**src/include/lcd_regs_defs.svh**
```systemverilog
// constants of the lcd contrast and segment enable register bank
// assumes a byte-addressed avalon-mm slave with 32-bit data words
`ifndef LCD_REGS_DEFS_SVH
`define LCD_REGS_DEFS_SVH

// ==========================================================
// bus shape
`define ADDR_W 8
`define DATA_W 32
`define BE_W 4

// ==========================================================
// register offsets (byte addresses, one word each)
`define CONTRAST_OFS 8'h00
`define STATUS_OFS 8'h04
`define SEG_BASE_OFS 8'h10
`define SEG_REGS 6
`define SEG_PINS 48

// ==========================================================
// fields and reset values
`define CONTRAST_W 3
`define CONTRAST_RST 3'h0
`define SEG_RST 8'h00
`define LADDER_STEPS 7
`define STAT_TAP_LSB 0
`define STAT_SHORT_BIT 7
`define STAT_CNT_LSB 8
`define STAT_CNT_W 8

// ==========================================================
// avalon response codes
`define RESP_OK 2'h0
`define RESP_DECERR 2'h3

`endif

```
**src/include/lcd_regs_pkg.sv**
```systemverilog
// types shared by the lcd register bank and its pin function mux
// assumes lcd_regs_defs.svh is reachable on the include path
`include "lcd_regs_defs.svh"

package lcd_regs_pkg;

   // ==========================================================
   // bus handshake states, gray along idle -> ack
   typedef enum logic [1:0] {
      BUS_IDLE = 2'h0,
      BUS_ACK = 2'h1
   } bus_state_e;

   // ==========================================================
   // contrast ladder drive
   typedef struct packed {
      logic shorted;
      logic [`LADDER_STEPS-1:0] tap_en;
   } ladder_s;

   // ==========================================================
   // per-pin gpio side and pad side
   typedef struct packed {
      logic [`SEG_PINS-1:0] out;
      logic [`SEG_PINS-1:0] oe_n;
   } pin_drive_s;

   // ==========================================================
   // whole state of the register bank
   typedef struct packed {
      bus_state_e bus;
      logic [`CONTRAST_W-1:0] contrast_code;
      logic [`SEG_REGS-1:0][7:0] seg_en;
      ladder_s ladder;
      logic [`DATA_W-1:0] rdata;
      logic [1:0] resp;
   } bank_state_s;

endpackage

```
**src/verilog/lcd_contrast_seg_regs.sv**
```systemverilog
// lcd contrast code and segment pin enable registers, avalon-mm slave
// assumes one 200 mhz clock and a master that holds its request
// until waitrequest is seen low
//
// The Avalon-MM slave port and the register offsets were decided locally.
`timescale 1ns/1ps
`include "lcd_regs_defs.svh"

module lcd_contrast_seg_regs
   import lcd_regs_pkg::*;
(
   input wire logic core_clk,
   input wire logic rstn,
   input wire logic [`ADDR_W-1:0] address,
   input wire logic read,
   input wire logic write,
   input wire logic [`BE_W-1:0] byteenable,
   input wire logic [`DATA_W-1:0] writedata,
   output logic [`DATA_W-1:0] readdata,
   output logic [1:0] response,
   output logic waitrequest,
   output ladder_s ladder,
   input wire pin_drive_s gpio_drive,
   input wire logic [`SEG_PINS-1:0] seg_level,
   input wire logic [`SEG_PINS-1:0] pin_in,
   output pin_drive_s pad_drive,
   output logic [`SEG_PINS-1:0] gpio_in,
   output logic [`SEG_PINS-1:0] seg_pin_mask
);

   // ==========================================================
   // reset release
   logic [1:0] rst_sync_reg;
   logic rst_n_int;

   // assertion is asynchronous, release is aligned to core_clk
   always_ff @(posedge core_clk or negedge rstn) begin
      if (!rstn) begin
         rst_sync_reg <= 2'h0;
      end else begin
         rst_sync_reg <= {rst_sync_reg[0], 1'b1};
      end
   end

   assign rst_n_int = rst_sync_reg[1];

   // ==========================================================
   // helper functions

   // register decode: hit flag, kind and segment index
   typedef struct packed {
      logic hit;
      logic is_contrast;
      logic is_status;
      logic [2:0] seg_idx;
   } decode_s;

   function automatic decode_s decode_addr(
      input logic [`ADDR_W-1:0] addr
   );
      decode_s d;
      logic [`ADDR_W-1:0] rel;
      d = '0;
      rel = addr - `SEG_BASE_OFS;
      if (addr == `CONTRAST_OFS) begin
         d.hit = 1'b1;
         d.is_contrast = 1'b1;
      end else if (addr == `STATUS_OFS) begin
         d.hit = 1'b1;
         d.is_status = 1'b1;
      end else if (addr >= `SEG_BASE_OFS && rel[1:0] == 2'h0 &&
                   rel[`ADDR_W-1:2] < (`ADDR_W-2)'(`SEG_REGS)) begin
         d.hit = 1'b1;
         d.seg_idx = rel[4:2];
      end
      return d;
   endfunction

   // contrast code to ladder: one series step per seventh
   function automatic ladder_s ladder_of(
      input logic [`CONTRAST_W-1:0] code
   );
      ladder_s l;
      l = '0;
      l.shorted = (code == `CONTRAST_RST);
      for (int i = 0; i < `LADDER_STEPS; i++) begin
         l.tap_en[i] = (`CONTRAST_W'(i) < code);
      end
      return l;
   endfunction

   // number of pins handed to the segment driver
   function automatic logic [`STAT_CNT_W-1:0] count_pins(
      input logic [`SEG_REGS-1:0][7:0] en
   );
      logic [`STAT_CNT_W-1:0] n;
      n = '0;
      for (int r = 0; r < `SEG_REGS; r++) begin
         for (int b = 0; b < 8; b++) begin
            n = n + `STAT_CNT_W'(en[r][b]);
         end
      end
      return n;
   endfunction

   // ==========================================================
   // state
   bank_state_s state_reg;
   bank_state_s state_next;
   decode_s dec;
   logic [`DATA_W-1:0] status_word;
   logic req;

   assign req = read | write;
   assign dec = decode_addr(address);

   // status: live ladder setting and count of segment pins
   always_comb begin
      status_word = '0;
      status_word[`STAT_TAP_LSB +: `LADDER_STEPS] = state_reg.ladder.tap_en;
      status_word[`STAT_SHORT_BIT] = state_reg.ladder.shorted;
      status_word[`STAT_CNT_LSB +: `STAT_CNT_W] = count_pins(state_reg.seg_en);
   end

   // ==========================================================
   // next state
   always_comb begin
      state_next = state_reg;
      case (state_reg.bus)
         BUS_IDLE: begin
            // one wait cycle lets read data come from a flip-flop
            if (req) begin
               state_next.bus = BUS_ACK;
               state_next.rdata = '0;
               state_next.resp = dec.hit ? `RESP_OK : `RESP_DECERR;
               if (read && dec.is_contrast) begin
                  state_next.rdata[`CONTRAST_W-1:0] = state_reg.contrast_code;
               end else if (read && dec.is_status) begin
                  state_next.rdata = status_word;
               end else if (read && dec.hit) begin
                  state_next.rdata[7:0] = state_reg.seg_en[dec.seg_idx];
               end
            end
         end
         BUS_ACK: begin
            // write lands at the edge where waitrequest is low
            state_next.bus = BUS_IDLE;
            if (write && byteenable[0] && dec.is_contrast) begin
               state_next.contrast_code = writedata[`CONTRAST_W-1:0];
            end else if (write && byteenable[0] && dec.hit &&
                         !dec.is_status) begin
               state_next.seg_en[dec.seg_idx] = writedata[7:0];
            end
         end
         default: begin
            state_next.bus = BUS_IDLE;
         end
      endcase
      state_next.ladder = ladder_of(state_next.contrast_code);
   end

   always_ff @(posedge core_clk or negedge rst_n_int) begin
      if (!rst_n_int) begin
         state_reg.bus <= BUS_IDLE;
         state_reg.contrast_code <= `CONTRAST_RST;
         state_reg.seg_en <= {`SEG_REGS{`SEG_RST}};
         state_reg.ladder.shorted <= 1'b1;
         state_reg.ladder.tap_en <= '0;
         state_reg.rdata <= '0;
         state_reg.resp <= `RESP_OK;
      end else begin
         state_reg <= state_next;
      end
   end

   // ==========================================================
   // outputs
   assign waitrequest = req && (state_reg.bus != BUS_ACK);
   assign readdata = state_reg.rdata;
   assign response = state_reg.resp;
   assign ladder = state_reg.ladder;
   assign seg_pin_mask = state_reg.seg_en;

   // ==========================================================
   // pin ownership
   pin_function_mux u_pin_mux (
      .seg_enable(state_reg.seg_en),
      .gpio_drive(gpio_drive),
      .seg_level(seg_level),
      .pin_in(pin_in),
      .pad_drive(pad_drive),
      .gpio_in(gpio_in)
   );

endmodule // lcd_contrast_seg_regs

```
**src/verilog/pin_function_mux.sv**
```systemverilog
// hands each pin either to the lcd segment driver or to gpio
// assumes segment and gpio drive arrive synchronous to core_clk
`timescale 1ns/1ps
`include "lcd_regs_defs.svh"

module pin_function_mux
   import lcd_regs_pkg::*;
(
   input wire logic [`SEG_PINS-1:0] seg_enable,
   input wire pin_drive_s gpio_drive,
   input wire logic [`SEG_PINS-1:0] seg_level,
   input wire logic [`SEG_PINS-1:0] pin_in,
   output pin_drive_s pad_drive,
   output logic [`SEG_PINS-1:0] gpio_in
);

   // ==========================================================
   // function select per pin
   always_comb begin
      for (int i = 0; i < `SEG_PINS; i++) begin
         if (seg_enable[i]) begin
            pad_drive.out[i] = seg_level[i];
            pad_drive.oe_n[i] = 1'b0;
            // segment pins read low so gpio sees no glass waveform
            gpio_in[i] = 1'b0;
         end else begin
            pad_drive.out[i] = gpio_drive.out[i];
            pad_drive.oe_n[i] = gpio_drive.oe_n[i];
            gpio_in[i] = pin_in[i];
         end
      end
   end

endmodule // pin_function_mux

```
**config.mk**
```make
export PLATFORM = sky130hd
export DESIGN_NAME = lcd_contrast_seg_regs
export DESIGN_NICKNAME = d
export VERILOG_FILES = /design/src/include/lcd_regs_pkg.sv /design/src/verilog/lcd_contrast_seg_regs.sv /design/src/verilog/pin_function_mux.sv
export VERILOG_INCLUDE_DIRS = /design/src /design/src/include
export SDC_FILE = /design/constraint.sdc
export NUM_CORES = 1
export LEC_CHECK = 0
export BUFFER_PORTS_ARGS = -buffer_cell sky130_fd_sc_hd__buf_2
export CAP_MARGIN = 5
export CORE_AREA = 2 2 186 188
export CTS_CLUSTER_SIZE = 40
export DETAILED_ROUTE_END_ITERATION = 16
export DIE_AREA = 0 0 188 190
export PLACE_DENSITY_LB_ADDON = 0.12
export SYNTH_ARGS = -nofsm -noshare
export SYNTH_HDL_FRONTEND = slang
export SYNTH_HIERARCHICAL = 1
export SYNTH_SLANG_ARGS = --single-unit
```
**constraint.sdc**
```tcl
create_clock -name core_clk -period 2.9 [get_ports core_clk]
set_clock_uncertainty 0.1 [all_clocks]
set_input_delay 0.145 -clock core_clk [delete_from_list [all_inputs] [get_ports core_clk]]
set_output_delay 0.145 -clock core_clk [all_outputs]
set_load 0.005 [all_outputs]
```
# ---- Yosys cells after proc, flatten, opt, wreduce, memory -nomap -nowiden
# Cells that the tools add are included.
dict set report totals {
  register_bits 97
  latchBits 0
  mem_bits_rw 0
  mem_bits_ro 0
  in_bits 240
  output_inout_bits 235
  word_cells 265
  mem_count 0
}
dict set report op_classes {
  add_sub_neg 48
  mul 0
  div 0
  n_lt_le_gt_ge 11
  eq_ne 4
  shift 0
  n_mux 169
  bitwise_logic 2
  n_reduce_logical 18
}
# op n
set ops {}
lappend ops {{$add 8x1->8} 40}
lappend ops {{$mux 1} 149}
lappend ops {{$mux 48} 2}
lappend ops {{$mux 51} 1}
lappend ops {{$bwmux 48} 1}
lappend ops {{$mux 8} 5}
lappend ops {{$mux 29} 1}
lappend ops {{$bmux 8 s3} 1}
lappend ops {{$demux 8 s3} 1}
lappend ops {{$mux 3} 4}
lappend ops {{$logic_and 1x1->1} 11}
lappend ops {{$lt 3x3->1 const A} 3}
lappend ops {{$add 7x1->8} 1}
lappend ops {{$eq 8x3->1 const B} 1}
lappend ops {{$ge 8x5->1 const B} 1}
lappend ops {{$logic_not 8->1} 1}
lappend ops {{$sub 8x5->8 const B} 1}
lappend ops {{$add 6x1->7} 1}
lappend ops {{$add 5x1->6} 1}
lappend ops {{$lt 1x3->1 const A} 2}
lappend ops {{$lt 2x3->1 const A} 2}
lappend ops {{$lt 6x3->1 const B} 1}
lappend ops {{$mux 2} 3}
lappend ops {{$add 4x1->5} 1}
lappend ops {{16 further kinds} 17}

# ---- Depth between registers and ports, before layout
dict set report logic_depth {
  ltp_word 49
  mapped_depth 19
  ltp_nobuf 19
}

# ---- Cells and area by module
# The synthesis kept the hierarchy.
# module instances cells_per_inst area_each_um2 seq_area_each_um2
set by_module_without_submodules {}
lappend by_module_without_submodules {lcd_contrast_seg_regs 1 514 5499.0 1903.1}
lappend by_module_without_submodules {pin_function_mux 1 144 1561.5 0.0}

# ---- Worst setup path after synthesis
# OpenSTA, ideal clock, no wires.
dict set report synth_timing {
  kind {register to register}
  from {reg state_reg, in the netlist seg_pin_mask[17]}
  to {reg state_reg, in the netlist readdata[12]}
  setup_ps 83
  arrival_ps 5091
  required_time_ps 2717
  setup_slack_ps -2374
  stages_incl_launch_ff 20
  n_path_buf 0
  synth_period_minus_slack_ps 5274
  path_cell_list {dfrtp_1 -> fa_1 -> inv_1 -> fa_1 -> inv_1 -> fa_1 -> inv_1 -> fa_1 -> fa_1 -> fa_1 -> fa_1 -> inv_1 -> ha_1 -> inv_1 -> fa_1 -> inv_1 -> a21o_1 -> a21oi_1 -> xor2_1 -> o21ai_0}
}
dict set report synth_between {
  elab_chain_cells 33
}
# item line_no
set synth_lines {}
lappend synth_lines {{from (decl)} lcd_contrast_seg_regs.sv:108} ;# bank_state_s state_reg;
lappend synth_lines {{from (signal assigned)} lcd_contrast_seg_regs.sv:172} ;# state_reg <= state_next;
lappend synth_lines {{$add 8x1->8 (31 in series)} lcd_contrast_seg_regs.sv:100} ;# n = n + `STAT_CNT_W'(en[r][b]);
lappend synth_lines {{$mux 8} lcd_contrast_seg_regs.sv:138} ;# end else if (read && dec.is_status) begin
lappend synth_lines {{$mux 29} lcd_contrast_seg_regs.sv:136} ;# if (read && dec.is_contrast) begin
# Every way passes these cells.
# A chain may end at the register's enable or synchronous reset.

# ---- Worst setup path in the final report
# Same ends and word-level chain as after synthesis.

==> qor.csv <==
metric,value,unit
run_status,"complete, but fails checks",
failed_checks,negative setup slack,
power.density,290,mW/mm^2
first_global_vias,6135,
dr.pass1.iters,4,
max-vdd-ir-drop,0.000252,V
cts.path.max_buffers,2,
hold_class,in2async,
multi_input_area,0.00417,mm^2
cp-start-kind,register,
place_ws,-2.37,ns
min_period,5.18,ns
htree_num_levels,3,
post-synth-top-area-cell,sky130_fd_sc_hd__dfrtp_1,
dominantRegCellSynth,sky130_fd_sc_hd__dfrtp_1,
maximum_capacitance_violations,0,
avgRoutedWirePerCell,17.0,um
ios,475,
gr-usage-all-layers,14.3,%
antenna_cells_inserted,0,
cpMostUsedCell,sky130_fd_sc_hd__fa_1,
input_output_buffers,429,
cts_num_sinks,76,
design_area,0.0101,mm^2
netlist_instances,658,
detail_route.iter0.violations,154,
layout.nets,1389,
area.sequential,0.00191,mm^2
grt_pass1_wl,37700,um
setup_slack,-2.28,ns
synth_most_common_cell,sky130_fd_sc_hd__and2b_2,
crit-reg2reg-launch,seg_pin_mask[17],
drc_violations_left,0,
min_period_over_period,179,%
synth_sequential_area_ratio,27.0,%
static-leakage-power,5.49,nW
tightestPinTransition,0.863,ns
critPathSlowestCell,sky130_fd_sc_hd__fa_1,
cts_inserted_buffers,9,
utilization,29.7,%
drive_gt1_share,68.2,%
area_growth,42.9,%
dr_total_vias,6129,
max_freq,193,MHz
largest_net_degree_at_the_start_of_global_routing,35,
fp.coreArea,0.0339,mm^2
post_synthesis_cell_type_count,52,
timing.critical_path.cells,"fa_1, inv_1, fa_1, inv_1, fa_1, inv_1, fa_1, fa_1, fa_1, fa_1, inv_2, ha_4, inv_2, fa_2, inv_1, a21o_1, a21oi_2, xor2_1, o21ai_1",
slew_headroom,42.5,%
r2r.worst_path.cells,19,
synth-async-reset-ratio,100,%
initial_core_utilization,20.8,%
synthesis.yosys.warnings,6,
rsz0062_at_grt,true,
routability_congestion,0.754,
clk_latency,0.35,ns
drt_wl_total,26400,um
critical_path.max_fanout,2,
timing.setup.critical_path_class,reg2reg,
die_height,190,um
timing_hold_violations_final,0,
reg2reg_setup_slack,-2.28,ns
yosys.area.top_type_share,26.6,%
grt_overflow,0,
timing.rr.end,readdata[12],
cp_data_required_time,3.07,ns
cts_tree,built,
synth_enable_flop_cells,0,
placed_cell_area,0.00975,mm^2
die_width,188,um
timing.critical_path.to_type,register,
setup_violations,6,
arrival_time_at_the_worst_endpoint,5.36,ns
dieArea,0.0357,mm^2
synth_area_leaders,"sky130_fd_sc_hd__dfrtp_1 (27%), sky130_fd_sc_hd__mux2_4 (12%), sky130_fd_sc_hd__and2b_2 (12%), sky130_fd_sc_hd__fa_1 (11%), sky130_fd_sc_hd__buf_4 (9.6%)",
synthesis.area,0.00706,mm^2
clk_transition_reported_paths,0.06,ns
filler_cell_count,3641,
final-max-slew-violation-count,0,
root_buffer,sky130_fd_sc_hd__clkbuf_16,
grt_antenna_before_repair,0,
dpl.hpwl,22800,um
largest_register_ff_count,48,
ys_top_cells_by_count,"sky130_fd_sc_hd__and2b_2 (96), sky130_fd_sc_hd__buf_4 (90), sky130_fd_sc_hd__inv_1 (87), sky130_fd_sc_hd__dfrtp_1 (75), sky130_fd_sc_hd__mux2_4 (56)",
synth.avg_cell_area,10.7,um^2
routed_via_density,3.93,
postRouteAntennaNets,0,
slowest_delay,0.54,ns
rows,68,
postSynthRegisterBits,76,
layout by cell type (no fill, tap or decap), types with 3 or more instances in the layout:
cell                        count
sky130_fd_sc_hd__mux2_2        43
sky130_fd_sc_hd__nor3_1        10
sky130_fd_sc_hd__mux2_4        56
sky130_fd_sc_hd__nand2_1       16
sky130_fd_sc_hd__a21oi_1        7
sky130_fd_sc_hd__conb_1        19
sky130_fd_sc_hd__o31ai_1       11
sky130_fd_sc_hd__xor2_1         3
sky130_fd_sc_hd__ha_1          11
sky130_fd_sc_hd__mux2i_1        8
sky130_fd_sc_hd__xnor2_1        3
sky130_fd_sc_hd__a2bb2oi_1      5
sky130_fd_sc_hd__clkbuf_16      9
sky130_fd_sc_hd__and3_1         3
sky130_fd_sc_hd__a211oi_1       8
sky130_fd_sc_hd__inv_2          8
sky130_fd_sc_hd__dfrtp_1       73
sky130_fd_sc_hd__fa_2           3
sky130_fd_sc_hd__a21o_1         3
sky130_fd_sc_hd__buf_4         84
sky130_fd_sc_hd__clkinv_2       3
sky130_fd_sc_hd__o21ai_0        9
sky130_fd_sc_hd__inv_1         79
sky130_fd_sc_hd__nor2_1         8
sky130_fd_sc_hd__a22oi_1        6
sky130_fd_sc_hd__nand3_1        4
sky130_fd_sc_hd__o221ai_1       3
sky130_fd_sc_hd__a311oi_1       4
sky130_fd_sc_hd__fa_1          36
sky130_fd_sc_hd__and2b_2       96
sky130_fd_sc_hd__buf_2        429
metal layers:
| metal | vias to the layer above | part of all wire, % | routed length (um) | global-route usage [%] |
|---|---|---|---|---|
| met5 | - | 0 | 0 | 0 |
| met4 | 0 | 0.56 | 147 | 2.27 |
| met3 | 11 | 5.5 | 1450 | 2.34 |
| met2 | 284 | 53 | 14000 | 27.2 |
| met1 | 2878 | 41 | 10800 | 17.0 |
| li1 | 2956 | - | - | - |
through the flow:
stage | cells | TNS, ns | power [mW] | hold WS [ns]
finish | 1558 | -12.84 | 2.93 | 0.00666
global route | 1558 | -13.94 | 3.07 | 0.0154
CTS | 1557 | -13.29 | 2.98 | 0.000516
detailed placement | 1538 | -13.23 | 1.80 | -0.167
global placement | 1538 | -13.13 | 1.79 | -0.168
floorplan | 675 | -12.42 | 1.45 | -0.251
what timing repair did:
action                                 in CTS  in global routing
resized for setup                           2                  6
buffers inserted                            2                  1
endpoints found under the hold margin       2                  0
hold buffers                                1                  0
setup endpoints to repair                   6                  6
pin swaps                                   4                  9
critical path: cells and delay by family (launching register included):
family | cells | cell delay (ns)
AOI/OAI and AO/OA | 3 | 0.28
xor gates and xnor gates | 1 | 0.15
adders and majority gates | 9 | 3.84
buffers and inverters | 6 | 0.32
DFF | 1 | 0.41
worst max path at each step:
stage                                 from  cells after the start      endpoint
final                     seg_pin_mask[17]                     19  readdata[12]
after global routing      seg_pin_mask[17]                     19  readdata[12]
after CTS                 seg_pin_mask[17]                     19  readdata[12]
after detailed placement  seg_pin_mask[39]                     19  readdata[12]
after global placement    seg_pin_mask[39]                     19  readdata[12]
after floorplan           seg_pin_mask[39]                     19  readdata[12]
power breakdown:
group	leakage, nW	internal, mW	switching [mW]
sequential	1.05	1.08	0.0222
clock	0.153	0.690	0.477
combinational	4.29	0.368	0.292
kinds of logic (layout without fill, tap and decap cells):
kind of cell | Yosys count | in the layout | share of synthesized area, %
fa+ha+maj | 51 | 51 | 13.2
buf+inv | 191 | 619 | 15.3
mux | 107 | 107 | 19.9
simple gates | 158 | 158 | 17.0
other cells | 2 | 19 | 0.106
compound gates | 67 | 67 | 6.77
xor+xnor | 6 | 6 | 0.744
flops | 76 | 76 | 27.0
cell type report:
| type | count | area share, % |
|---|---|---|
| multi-input cells | 408 | 41.3 |
| flip-flops and latches | 76 | 18.9 |
| clock inverters | 6 | 0.620 |
| well taps | 455 | 5.64 |
| repair buffers | 516 | 27.9 |
| clock buffers | 10 | 2.37 |
| inverters | 87 | 3.24 |
Note: power is estimated with default switching activity, not from simulation.
